<file path="src/pkg/tdl_pkg.sv">
// Constants and types for the transmit duty-cycle limiter.
// Assumes a single 25 MHz clock domain; no software-visible registers.
package tdl_pkg;

  // Clock rate
  localparam int unsigned CLK_PERIOD_NS    = 40;
  localparam int unsigned CLK_HZ           = 1000000000 / CLK_PERIOD_NS;

  // Duty-cycle arithmetic, in percent
  localparam int unsigned PCT_FULL         = 100;
  localparam int unsigned DUTY_PCT_DEFAULT = 10;
  localparam int unsigned DUTY_PCT_CEILING = 30;

  // Counter widths
  localparam int unsigned DUR_W            = 32;
  localparam int unsigned IDLE_W           = 40;

  // Outbound holding buffer
  localparam int unsigned BUF_W            = 8;
  localparam int unsigned BUF_DEPTH        = 16;

  // Limiter states, Gray coded along idle -> send -> compute -> wait
  typedef enum logic [1:0] {
    TDL_IDLE = 2'b00,
    TDL_SEND = 2'b01,
    TDL_CALC = 2'b11,
    TDL_WAIT = 2'b10
  } tdl_state_t;

endpackage
</file>
<file path="src/core/tdl_limiter.sv">
// Transmit duty-cycle limiter: gates whole transmit transactions, holds
// outbound bytes while sending is blocked.
// Assumes the transmitter raises tx_active for the whole transaction and
// drops it only when the transaction is over; all inputs are synchronous.
`timescale 1ns/1ns

//////////////////////////////////////////////////////////////////////////////
module tdl_limiter
  import tdl_pkg::*;
#(
  parameter int unsigned DUTY_PCT = DUTY_PCT_DEFAULT,
  parameter int unsigned DATA_W   = BUF_W,
  parameter int unsigned DEPTH    = BUF_DEPTH
) (
  // Clock, reset, enable
  input  wire logic              clock,
  input  wire logic              rst_n,
  input  wire logic              clk_en,
  // Message source side
  input  wire logic [DATA_W-1:0] src_data,
  input  wire logic              src_valid,
  output logic                   src_ready,
  // Transmitter side
  output logic [DATA_W-1:0]      tx_data,
  output logic                   tx_valid,
  input  wire logic              tx_ready,
  output logic                   tx_start,
  input  wire logic              tx_active,
  // Status
  output logic                   tx_blocked,
  output logic [DUR_W-1:0]       last_duration
);

  // Effective duty is clamped so a bad preset cannot exceed the ceiling
  localparam int unsigned DUTY_EFF = (DUTY_PCT > DUTY_PCT_CEILING) ? DUTY_PCT_CEILING :
                                     (DUTY_PCT == 0) ? 1 : DUTY_PCT;
  localparam int unsigned AW       = $clog2(DEPTH);
  localparam logic [7:0]  FACT_NUM = 8'(PCT_FULL - DUTY_EFF);
  localparam logic [7:0]  FACT_DEN = 8'(DUTY_EFF);

  tdl_state_t        state_reg;
  logic [DUR_W-1:0]  dur_reg;
  logic [IDLE_W-1:0] idle_reg;
  logic              act_d_reg;
  logic [DATA_W-1:0] mem [DEPTH];
  logic [AW:0]       wr_reg;
  logic [AW:0]       rd_reg;
  logic              full;
  logic              empty;
  logic              push;
  logic              pop;
  logic              fall;
  logic [AW:0]       fill;

  // Duration times the duty factor, with the division rounded up
  function automatic logic [IDLE_W-1:0] idle_cycles(input logic [DUR_W-1:0] d);
    logic [IDLE_W-1:0] prod;
    prod = IDLE_W'(d) * IDLE_W'(FACT_NUM);
    return (prod + IDLE_W'(FACT_DEN) - IDLE_W'(1)) / IDLE_W'(FACT_DEN);
  endfunction

  assign fall  = act_d_reg & ~tx_active;
  assign full  = (wr_reg[AW] != rd_reg[AW]) && (wr_reg[AW-1:0] == rd_reg[AW-1:0]);
  assign empty = (wr_reg == rd_reg);
  assign push  = src_valid & src_ready;
  assign pop   = tx_valid & tx_ready;
  // Occupancy taken modulo the pointer width, so it stays right after a wrap
  assign fill  = wr_reg - rd_reg;

  //////////////////////////////////////////////////////////////////////////////
  // Limiter state: a transaction starts only from idle with data queued
  always_ff @(posedge clock or negedge rst_n) begin
    if (!rst_n) begin
      state_reg <= TDL_IDLE;
    end else if (clk_en) begin
      case (state_reg)
        TDL_IDLE: if (!empty) state_reg <= TDL_SEND;
        TDL_SEND: if (fall) state_reg <= TDL_CALC;
        TDL_CALC: state_reg <= TDL_WAIT;
        TDL_WAIT: if (idle_reg <= IDLE_W'(1)) state_reg <= TDL_IDLE;
        default:  state_reg <= TDL_IDLE;
      endcase
    end
  end

  // Edge history of the transmitter's activity
  always_ff @(posedge clock or negedge rst_n) begin
    if (!rst_n) begin
      act_d_reg <= 1'b0;
    end else if (clk_en) begin
      act_d_reg <= tx_active;
    end
  end

  // Duration counter; restarts with each transaction, kept after it ends
  always_ff @(posedge clock or negedge rst_n) begin
    if (!rst_n) begin
      dur_reg <= '0;
    end else if (clk_en) begin
      if (state_reg == TDL_IDLE && !empty) begin
        dur_reg <= '0;
      end else if (state_reg == TDL_SEND && tx_active && dur_reg != '1) begin
        dur_reg <= dur_reg + DUR_W'(1);
      end
    end
  end

  // Idle interval load and count-down; saturating duration avoids wrap
  always_ff @(posedge clock or negedge rst_n) begin
    if (!rst_n) begin
      idle_reg <= '0;
    end else if (clk_en) begin
      if (state_reg == TDL_CALC) begin
        idle_reg <= idle_cycles(dur_reg);
      end else if (state_reg == TDL_WAIT && idle_reg != '0) begin
        idle_reg <= idle_reg - IDLE_W'(1);
      end
    end
  end

  // Registered status and transaction start strobe
  always_ff @(posedge clock or negedge rst_n) begin
    if (!rst_n) begin
      tx_start      <= 1'b0;
      tx_blocked    <= 1'b0;
      last_duration <= '0;
    end else if (clk_en) begin
      tx_start   <= (state_reg == TDL_IDLE) && !empty;
      tx_blocked <= (state_reg == TDL_CALC) || (state_reg == TDL_WAIT && idle_reg > IDLE_W'(1));
      if (state_reg == TDL_CALC) last_duration <= dur_reg;
    end
  end

  //////////////////////////////////////////////////////////////////////////////
  // Holding buffer: bytes are only drained while a transaction is granted
  always_ff @(posedge clock) begin
    if (clk_en && push) mem[wr_reg[AW-1:0]] <= src_data;
  end

  // Buffer pointers
  always_ff @(posedge clock or negedge rst_n) begin
    if (!rst_n) begin
      wr_reg <= '0;
      rd_reg <= '0;
    end else if (clk_en) begin
      if (push) wr_reg <= wr_reg + (AW+1)'(1);
      if (pop) rd_reg <= rd_reg + (AW+1)'(1);
    end
  end

  // Registered handshake outputs, looked ahead one cycle
  always_ff @(posedge clock or negedge rst_n) begin
    if (!rst_n) begin
      src_ready <= 1'b0;
      tx_valid  <= 1'b0;
      tx_data   <= '0;
    end else if (clk_en) begin
      src_ready <= ({1'b0, fill} + (AW+2)'(push) - (AW+2)'(pop)) < (AW+2)'(DEPTH - 1);
      tx_valid  <= 1'b0;
      if (state_reg == TDL_SEND && !fall && !(pop && (rd_reg + (AW+1)'(1)) == wr_reg) && !empty) begin
        tx_valid <= 1'b1;
        tx_data  <= pop ? mem[rd_reg[AW-1:0] + AW'(1)] : mem[rd_reg[AW-1:0]];
      end
    end
  end

  //////////////////////////////////////////////////////////////////////////////
  // Checks
  AST_NO_START_WHILE_WAIT: assert property (@(posedge clock) disable iff (!rst_n)
    (state_reg == TDL_WAIT && idle_reg > IDLE_W'(1)) |-> !tx_start)
    else $error("start issued during idle interval");
  AST_IDLE_LOAD: assert property (@(posedge clock) disable iff (!rst_n)
    (clk_en && state_reg == TDL_CALC) |=> idle_reg == idle_cycles($past(dur_reg)))
    else $error("idle interval wrong");
  AST_DUR_KEPT: assert property (@(posedge clock) disable iff (!rst_n)
    (clk_en && state_reg == TDL_CALC) |=> last_duration == $past(dur_reg))
    else $error("duration not kept");
  // Idle must be long enough that send plus idle never tops the ceiling
  AST_CEILING: assert property (@(posedge clock) disable iff (!rst_n)
    (clk_en && state_reg == TDL_CALC) |=>
      64'(idle_reg) * 64'(DUTY_PCT_CEILING) >= 64'($past(dur_reg)) * 64'(PCT_FULL - DUTY_PCT_CEILING))
    else $error("duty above ceiling");
  AST_NO_CUT: assert property (@(posedge clock) disable iff (!rst_n)
    (state_reg == TDL_SEND && tx_active) |=> state_reg == TDL_SEND)
    else $error("transaction cut short");
  AST_HOLD_BLOCKED: assert property (@(posedge clock) disable iff (!rst_n)
    (state_reg == TDL_WAIT) |=> !tx_valid)
    else $error("data released while blocked");
  AST_FULL_STALL: assert property (@(posedge clock) disable iff (!rst_n)
    full |-> !src_ready)
    else $error("ready while full");
  // A frozen cycle holds the strobe, so only enabled cycles count here
  AST_START_ONCE: assert property (@(posedge clock) disable iff (!rst_n)
    (clk_en && tx_start) |=> !tx_start)
    else $error("start longer than a cycle");
  // Loaded idle follows the fixed preset factor, rounded up by less than one
  AST_FIXED_PRESET: assert property (@(posedge clock) disable iff (!rst_n)
    (clk_en && state_reg == TDL_CALC) |=>
      (64'(idle_reg) * 64'(FACT_DEN) >= 64'($past(dur_reg)) * 64'(FACT_NUM)) &&
      (64'(idle_reg) * 64'(FACT_DEN) < 64'($past(dur_reg)) * 64'(FACT_NUM) + 64'(FACT_DEN)))
    else $error("idle interval does not follow the preset");
  AST_VALID_IN_SEND: assert property (@(posedge clock) disable iff (!rst_n)
    tx_valid |-> state_reg == TDL_SEND)
    else $error("byte offered outside a granted transaction");
  AST_BLOCK_AFTER: assert property (@(posedge clock) disable iff (!rst_n)
    (clk_en && state_reg == TDL_CALC) |=> tx_blocked)
    else $error("not blocked after a transaction");

  COV_TRANSACTION: cover property (@(posedge clock) disable iff (!rst_n) tx_start ##[1:20] fall);
  COV_WAIT_DONE:   cover property (@(posedge clock) disable iff (!rst_n)
    state_reg == TDL_WAIT ##1 state_reg == TDL_IDLE);
  COV_FULL:        cover property (@(posedge clock) disable iff (!rst_n) full);
  COV_FROZEN_SEND: cover property (@(posedge clock) disable iff (!rst_n)
    !clk_en && state_reg == TDL_SEND && tx_active);

endmodule

</file>
<file path="config.mk">
export PLATFORM = sky130hd
export DESIGN_NAME = tdl_limiter
export DESIGN_NICKNAME = d
export VERILOG_FILES = /design/src/pkg/tdl_pkg.sv /design/src/core/tdl_limiter.sv
export SDC_FILE = /design/constraint.sdc
export NUM_CORES = 1
export LEC_CHECK = 0
export BUFFER_PORTS_ARGS = -buffer_cell sky130_fd_sc_hd__buf_2
export CORE_MARGIN = 8
export CORE_UTILIZATION = 55
export DETAILED_ROUTE_END_ITERATION = 10
export GPL_TIMING_DRIVEN = 0
export MAX_ROUTING_LAYER = met4
export PLACE_DENSITY = 0.77
export SYNTH_ARGS = -nofsm -noshare
export SYNTH_HDL_FRONTEND = slang
export SYNTH_SLANG_ARGS = --single-unit
export TNS_END_PERCENT = 30
</file>
<file path="constraint.sdc">
create_clock -name clock -period 22.7 [get_ports clock]
set_input_delay 4.54 -clock clock [delete_from_list [all_inputs] [get_ports clock]]
set_output_delay 4.54 -clock clock [all_outputs]
set_load 0.1 [all_outputs]
</file>
# Yosys cells after proc, flatten, opt, wreduce, memory -nomap -nowiden

Memory sizes are Yosys's and may differ from the RTL's.
Index checks and enable logic that the tools add are counted.

$add $sub $neg: 10
Multiply operators: 1
Divide/modulo/power cells: 1
Order comparisons: 3
Equal/unequal tests: 9
Shift-type cells: 0
Mux-type cells: 12
Bitwise gates (word level): 4
Reduce and logical (&&, ||, !) cells: 25

Operators by type and width:

| kind                                                            | number |
|---|---|
| two-way mux 40 bit                                              | 2 |
| subtractor 40 x 1 -> 40 bit, second input constant              | 2 |
| two-way mux 32 bit                                              | 2 |
| adder 39 x 4 -> 40 bit, second input constant                   | 1 |
| divider 40 x 4 -> 40 bit, second input constant                 | 1 |
| greater-than comparator 40 x 1 -> 1 bit, second input constant  | 1 |
| less-or-equal comparator 40 x 1 -> 1 bit, second input constant | 1 |
| nonzero test 40 bit                                             | 1 |
| multiplier 32 x 6 -> 38 bit, second input constant              | 1 |
| adder 32 x 1 -> 32 bit, second input constant                   | 1 |
| inequality test 32 bit, second input constant                   | 1 |
| AND reduction 2 bit                                             | 6 |
| adder 5 x 1 -> 5 bit, second input constant                     | 2 |
| == test 5 bit                                                   | 2 |
| logical AND 1 bit                                               | 10 |
| two-way mux 8 bit                                               | 1 |
| case mux 2 bit (4 select lines)                                 | 1 |
| adder 5 x 1 -> 6 bit                                            | 1 |
| less-than comparator 6 x 4 -> 1 bit, second input constant      | 1 |
| two-way mux 2 bit                                               | 3 |
| inequality test 2 bit, second input constant                    | 3 |
| subtractor 6 x 1 -> 6 bit                                       | 1 |
| subtractor 5 bit                                                | 1 |
| adder 4 x 1 -> 4 bit, second input constant                     | 1 |
| 10 further kinds                                                | 18 |

Register bits: 129
Bits in latches: 0
RAM bits: 128
Bits in read-only memories: 0
Input bits: 14
Output and inout port bits: 44
Word-level logic and storage cells: 78
Memories: 1

Memories:

| memory | words | bits a word | read ports | clocked after Yosys merged registers in | write ports | line              | RTL |
|---|---|---|---|---|---|---|---|
| mem    | 16    | 8           | 2          | 0                                       | 1           | tdl_limiter.sv:45 | `logic [DATA_W-1:0] mem [DEPTH];` |

# Depth between registers and ports, before layout

Gate-level depths: netlist of the first run.

Depth in word-level cells: 7
Gate-level depth with buffers: 77
Depth with buffers taken out: 63

# Worst setup path before layout of the first run

Ideal clock, no wire load.

Kind: register to register
Start: register dur_reg[20]
End: register idle_reg[0]
Setup time: 0.136 ns
Arrival: 16.220 ns
Data required time: 22.564 ns
Path slack: 6.344 ns
Cell stages (with the launch flop): 69
Buffers on the path: 8
Clock period less this slack: 16.356 ns
Cells stage by stage: dfrtp_1 ha_1 inv_1 fa_1 fa_1 inv_1 ha_1 buf_2 a21o_1 a31oi_1 mux2_2 a311o_1 a311oi_4 and4_4 nand4_4 nor4_1 nand2_1 xnor2_2 [... 33 more ...] a311oi_2 nand2_1 o32ai_2 o22ai_1 or3_1 a221o_1 and2_1 buf_6 o22ai_1 a222oi_1 buf_2 or4_4 and2_4 a31oi_2 o311ai_2 o21ba_1 o221ai_2 o211ai_2

Longest elaborated chain between the ends: 5

Ends and longest elaborated chain:

| what                        | line               | RTL |
|---|---|---|
| start: declaration          | tdl_limiter.sv:42  | `logic [DUR_W-1:0] dur_reg;` |
| start signal: assignment    | tdl_limiter.sv:103 | `dur_reg <= dur_reg + DUR_W'(1);` |
| multiplier 32 x 6 -> 38 bit | tdl_limiter.sv:58  | `prod = IDLE_W'(d) * IDLE_W'(FACT_NUM);` |
| adder 39 x 4 -> 40 bit      | tdl_limiter.sv:59  | `return (prod + IDLE_W'(FACT_DEN) - IDLE_W'(1)) / IDLE_W'(FACT_DEN);` |
| subtractor 40 x 1 -> 40 bit | tdl_limiter.sv:59  |  |
| divider 40 x 4 -> 40 bit    | tdl_limiter.sv:59  |  |
| two-way mux 40 bit          | tdl_limiter.sv:113 | `if (state_reg == TDL_CALC) begin` |
| end signal: assignment      | tdl_limiter.sv:114 | `idle_reg <= idle_cycles(dur_reg);` |
| end signal: assignment      | tdl_limiter.sv:116 | `idle_reg <= idle_reg - IDLE_W'(1);` |
| end: declaration            | tdl_limiter.sv:43  | `logic [IDLE_W-1:0] idle_reg;` |

No other way between the ends.
A chain may end at the register's enable or synchronous reset.

# Worst setup path in the final report of the first run

Same ends and word-level chain as after synthesis.

==> results.py, run 1 <==
metrics = {
    "logic_synthesis": {
        "synth_edf_count": 128,
        "ys_ff_latch": 257,
        "synth_fp_nets": 2806,
        "synth_area_per_cell_um2": 9.082,
        "yosysWarnings": 0,
        "synth.distinct_cells": 124,
        "yosysSeqAreaShare_pct": 29.51,
        "synth_area_leaders": "edfxtp_1 16%, dfrtp_1 13%, ha_1 5.3%, mux4_2 5.3%, fa_1 4.3%",
        "synth_top_cell_area_share_pct": 16.04,
        "synthCells": 2639,
        "synth_ff_type": "dfrtp_1",
        "ys_async_sr_fraction_pct": 50.19,
        "synth_top_area_cell": "edfxtp_1",
        "synth.cell_area_um2": 23970,
    },
    "drt": {
        "avgRoutedWirePerCell_um": 21.52,
        "ant_nets": 0,
        "via_per_inst": 6.640,
        "first_pass_iters": 6,
        "drc": 0,
        "drt_iter0_markers": 2292,
        "drt_wl_total_um": 71740,
        "via_count": 22132,
    },
    "setup_path": {
        "r2r_cells": 68,
        "worst-path-max-fanout": 10,
        "cp_common_cell": "nor3_1",
        "cpPeakStageDelay_ns": 0.87,
        "cp.arrival_ns": 20.75,
        "worstPathRequired_ns": 23.12,
        "worstSetupPathType": "reg -> reg",
        "critPathLaunchType": "register",
        "worst-r2r-setup-slack_ns": 2.37,
        "critPathCaptureType": "register",
        "slowest_stage": "a311oi_1",
        "r2r_start": "dur_reg[20]$_DFFE_PN0P_",
        "cp-startpoint": "dur_reg[20]$_DFFE_PN0P_",
        "timing.rr.end": "idle_reg[0]$_DFFE_PN0P_",
    },
    "cts": {
        "root_buffer": "clkbuf_16",
        "cts_buffer_depth": 3,
        "cts_resized": 0,
        "cts_setup_buffers": 0,
        "cts_num_sinks": 257,
        "cts_tree": "done",
        "numCtsBuffers": 27,
        "clk_latency_ns": 0.57,
        "ctsHtreeMaxLevel": 1,
        "ctsHoldBuffers": 0,
        "clk_pin_slew_ns": 0.06,
    },
    "timing": {
        "max_freq_ghz": 0.04918,
        "slew_headroom_pct": 15.18,
        "period_share_pct": 89.58,
        "rsz0062_at_grt": "no",
        "fin_setup_tns_ns": 0,
        "fin_crit_ns": 20.33,
        "skew_ns": 0.02482,
        "finalSetupViolCount": 0,
        "slew_violations": 0,
        "hold_viol": 0,
        "hold-worst-slack_ns": 0.4858,
        "worstMarginPinSlew_ns": 1.263,
    },
    "final_layout": {
        "largest_reg_flops": 128,
        "final_common_cell": "nand2_1",
        "area_growth_pct": 8.327,
        "fillCellCount": 3656,
        "drive_gt1_share_pct": 11.54,
        "final_cell_mix": "229 x nand2_1, 226 x nor2_1, 169 x inv_1, 146 x a21oi_1, 129 x dfrtp_1",
        "finalNetCount": 2893,
    },
    "global_route": {
        "busiest_layer": "met2",
        "gr-usage-met3_pct": 3.256,
        "grtUsageTotal_pct": 28.53,
        "gr-total-overflow": 0,
        "use_met1_pct": 37.58,
        "grt_pass1_wl_um": 115400,
        "grt_start_max_net_pins": 90,
        "grt_pass1_vias": 21355,
        "antenna_found_initial": 1,
        "use_met2_pct": 45.74,
    },
    "die": {
        "dieArea_um2": 50510,
        "die_x_um": 224.8,
        "die_h_um": 224.8,
        "pin_count": 58,
        "initial_core_util_pct": 55.64,
        "rows": 76,
        "core_area_um2": 43080,
    },
    "placed_design": {
        "dp_hpwl_um": 53790,
        "port_buffers": 57,
        "place_congestion": 0.9817,
    },
    "status": {
        "status": "finished, final reports clean",
    },
    "run": {
        "maxCapViolations": 0,
    },
    "worst_hold_path": {
        "holdPathStages": 2,
        "holdPathEnd": "last_duration[31]$_DFFE_PN0P_",
        "hp-start": "last_duration[31]$_DFFE_PN0P_",
        "hold_class": "reg -> reg",
    },
}
==> through the flow <==
step	util (%)	worst slack [ns]	std cells	instance area [um^2]
after floorplan	-	6.344	2639	23970
after global placement	58.00	2.967	3281	24980
after detailed placement	58.08	2.770	3282	25020
after CTS	60.25	2.741	3332	25950
after global routing	60.27	1.074	3333	25960
final	60.27	2.366	3333	25960
==> Yosys cell counts (all sizes together), types with 11 or more instances <==
cell type,n
o211ai,36
xnor2,93
and2,27
dfrtp,129
o221ai,14
o21ai,146
ha,102
edfxtp,128
o311ai,11
or3,36
a221oi,29
a31oi,25
xor2,71
a21o,40
mux2,35
nand2b,16
clkbuf,85
mux4,56
inv,170
nor2,228
nand3,93
fa,51
nor3,90
a211o,22
a211oi,35
nand4,46
and3,30
mux2i,53
o31ai,19
a22oi,16
o22ai,23
buf,51
or2,14
nor4,29
o21a,23
nand2,231
a21oi,150
==> routing by layer <==
layer,up-vias,share of wire (%)
met3,169,8.2
met4,0,3.4
li1,10088,-
met2,1222,47
met5,-,0
met1,10653,42
==> cell type report <==
type	count	area [um^2]	share of cell area, %
repair buffers	58	319.1	1.229
clock buffers	35	757.0	2.916
plain buffers	136	605.6	2.333
inverters	170	638.1	2.458
multi-input cells	2076	15660	60.31
diodes	1	2.502	0.009639
flip-flops and latches	257	7072	27.24
well taps	585	732.0	2.819
clock inverters	15	177.7	0.6843
==> kinds of logic after synthesis <==
kind of cell | count (synthesis) | share of synthesized area, %
and+or+nand+nor | 882 | 18.16
AOI/OAI and AO/OA | 731 | 22.28
buffers and inverters | 306 | 5.189
DFF | 257 | 29.51
xor gates and xnor gates | 164 | 6.056
adders and majority gates | 155 | 9.668
muxes | 144 | 9.136
==> how the worst max path moves through the flow <==
stage                                    endpoint  slack [ns]  depth (start not counted)
final                     idle_reg[0]$_DFFE_PN0P_        2.37                         68
after global routing      idle_reg[0]$_DFFE_PN0P_        1.07                         65
after floorplan           idle_reg[0]$_DFFE_PN0P_        6.34                         68
after detailed placement  idle_reg[0]$_DFFE_PN0P_        2.77                         66
after global placement    idle_reg[0]$_DFFE_PN0P_        2.97                         64
after CTS                 idle_reg[0]$_DFFE_PN0P_        2.74                         66
==> worst max-delay path, delay by kind of cell (launching register included) <==
family / cells / cell delay (ns)
compound gates: 33 / 10.13
xor+xnor: 2 / 0.66
fa+ha+maj: 4 / 1.60
buf+inv: 9 / 1.62
flops: 1 / 0.50
mux: 3 / 0.93
simple gates: 17 / 4.71
Power of run 1 is left out: the tool's default activity adds up to more than one toggle a clock period on the data nets, which glitch-free logic cannot reach.
==> run 2, diff against run 1 <==
==> constraint.sdc (replaced) <==
create_clock -name clock -period 19.3 [get_ports clock]
set_input_delay 3.86 -clock clock [delete_from_list [all_inputs] [get_ports clock]]
set_output_delay 3.86 -clock clock [all_outputs]
set_load 0.1 [all_outputs]
==> results.py, run 2 (same netlist as run 1, synthesis figures left out) <==
metrics = {
    "die": {
        "initial_core_util_pct": 55.64,
        "rows": 76,
        "pin_count": 58,
        "core_area_um2": 43080,
        "die_x_um": 224.8,
        "dieArea_um2": 50510,
        "die_h_um": 224.8,
    },
    "setup_path": {
        "worst-path-max-fanout": 10,
        "cp_common_cell": "nand2_1",
        "slowest_stage": "o311ai_2",
        "worstSetupPathType": "reg -> reg",
        "critPathLaunchType": "register",
        "worstPathRequired_ns": 19.72,
        "cp.arrival_ns": 19.02,
        "cpPeakStageDelay_ns": 0.73,
        "critPathCaptureType": "register",
    },
    "cts": {
        "clk_latency_ns": 0.57,
        "cts_num_sinks": 257,
        "clk_pin_slew_ns": 0.06,
        "ctsHtreeMaxLevel": 1,
        "numCtsBuffers": 27,
        "cts_buffer_depth": 3,
        "root_buffer": "clkbuf_16",
        "ctsHoldBuffers": 0,
        "cts_tree": "done",
    },
    "global_route": {
        "gr-total-overflow": 0,
        "grt_start_max_net_pins": 90,
        "grt_pass1_wl_um": 115700,
        "grt_pass1_vias": 21368,
        "grtUsageTotal_pct": 28.60,
        "antenna_found_initial": 0,
    },
    "final_layout": {
        "diodes": 0,
        "fillCellCount": 3598,
        "final_cell_mix": "226 x nand2_1, 222 x nor2_1, 169 x inv_1, 142 x a21oi_1",
        "final_core_util_pct": 61.64,
        "largest_reg_flops": 128,
        "drive_gt1_share_pct": 14.25,
        "area_growth_pct": 10.80,
        "stdcell_area_um2": 26550,
        "finalNetCount": 2911,
        "final_common_cell": "nand2_1",
    },
    "drt": {
        "first_pass_iters": 8,
        "drc": 0,
        "met1Wirelength_um": 30090,
        "topRoutingLayerUsed": "met4",
        "wl_met2_um": 34040,
        "ant_nets": 0,
        "drt_iter0_markers": 2213,
        "avgRoutedWirePerCell_um": 21.61,
        "drt_wl_total_um": 72410,
        "via_per_inst": 6.612,
        "wl_met3_um": 5747,
        "via_count": 22151,
    },
    "placed_design": {
        "place_area_um2": 25020,
        "port_buffers": 57,
        "dp_hpwl_um": 53790,
        "place_congestion": 0.9817,
    },
    "timing": {
        "slew_headroom_pct": 11.62,
        "finalSetupViolCount": 0,
        "period_share_pct": 96.39,
        "skew_ns": 0.02369,
        "fin_crit_ns": 18.60,
        "worstMarginPinSlew_ns": 1.316,
        "slew_violations": 0,
        "hold_viol": 0,
        "max_freq_ghz": 0.05376,
    },
    "run": {
        "maxCapViolations": 0,
    },
    "status": {
        "status": "finished, final reports clean",
    },
    "worst_hold_path": {
        "hold_class": "reg -> reg",
    },
}
run 2: final timing paths:
check / start / to / slack [ns] / depth (start not counted)
worst max register to register: dur_reg[4]$_DFFE_PN0P_ / idle_reg[0]$_DFFE_PN0P_ / 0.70 / 69
worst min-delay path: last_duration[31]$_DFFE_PN0P_ / last_duration[31]$_DFFE_PN0P_ / 0.49 / 2
min in group asynchronous: rst_n / dur_reg[27]$_DFFE_PN0P_ / 3.21 / 1
max in group asynchronous: rst_n / idle_reg[25]$_DFFE_PN0P_ / 15.29 / 2
worst min register to register: last_duration[31]$_DFFE_PN0P_ / last_duration[31]$_DFFE_PN0P_ / 0.49 / 2
worst max-delay path: dur_reg[4]$_DFFE_PN0P_ / idle_reg[0]$_DFFE_PN0P_ / 0.70 / 69
run 2: routing by layer:
layer  up-vias  GRT usage (%)
li1      10115              -
met1     10710          37.61
met2      1144          45.91
met3       182          3.270
met4         0          9.496
met5         -              -
run 2: worst max-delay path: cells and delay by family (launching register included):
family | cells | cell delay [ns]
AO/OA/AOI/OAI | 26 | 7.11
XOR/XNOR | 2 | 0.49
adder cells (fa/ha/maj) | 4 | 1.73
buffers and inverters | 11 | 1.79
flip-flops | 1 | 0.49
multiplexers | 1 | 0.33
AND/OR/NAND/NOR | 25 | 6.50
run 2: layout make-up:
| class | count | area, um^2 | share of cell area, % |
|---|---|---|---|
| sequential | 257 | 7073 | 26.64 |
| inverter | 170 | 638.1 | 2.403 |
| clock inverter | 15 | 177.7 | 0.6691 |
| tap | 585 | 732.0 | 2.756 |
| timing repair buffer | 78 | 469.2 | 1.767 |
| buffer | 134 | 604.3 | 2.276 |
| clock buffer | 35 | 757.0 | 2.851 |
| multi-input combinational | 2076 | 16100 | 60.64 |
run 2: stage by stage:
stage / hold slack [ns] / worst slack (ns) / cells / TNS [ns]
final: 0.4857 / 0.6974 / 3350 / 0
after CTS: 0.4903 / 0.03699 / 3332 / 0
after detailed placement: 0.4763 / -0.6297 / 3282 / -1.113
after floorplan: 0.4423 / 2.944 / 2639 / 0
after global placement: 0.4565 / -0.4334 / 3281 / -0.6545
after global routing: 0.5001 / -0.07637 / 3350 / -0.07637
run 2: timing repair:
action	4_1_cts	5_1_grt
resized for setup	15	69
endpoints found under the setup margin	2	4
buffers inserted	0	20
pin swaps	0	15
Power of run 2 is left out for the same reason.
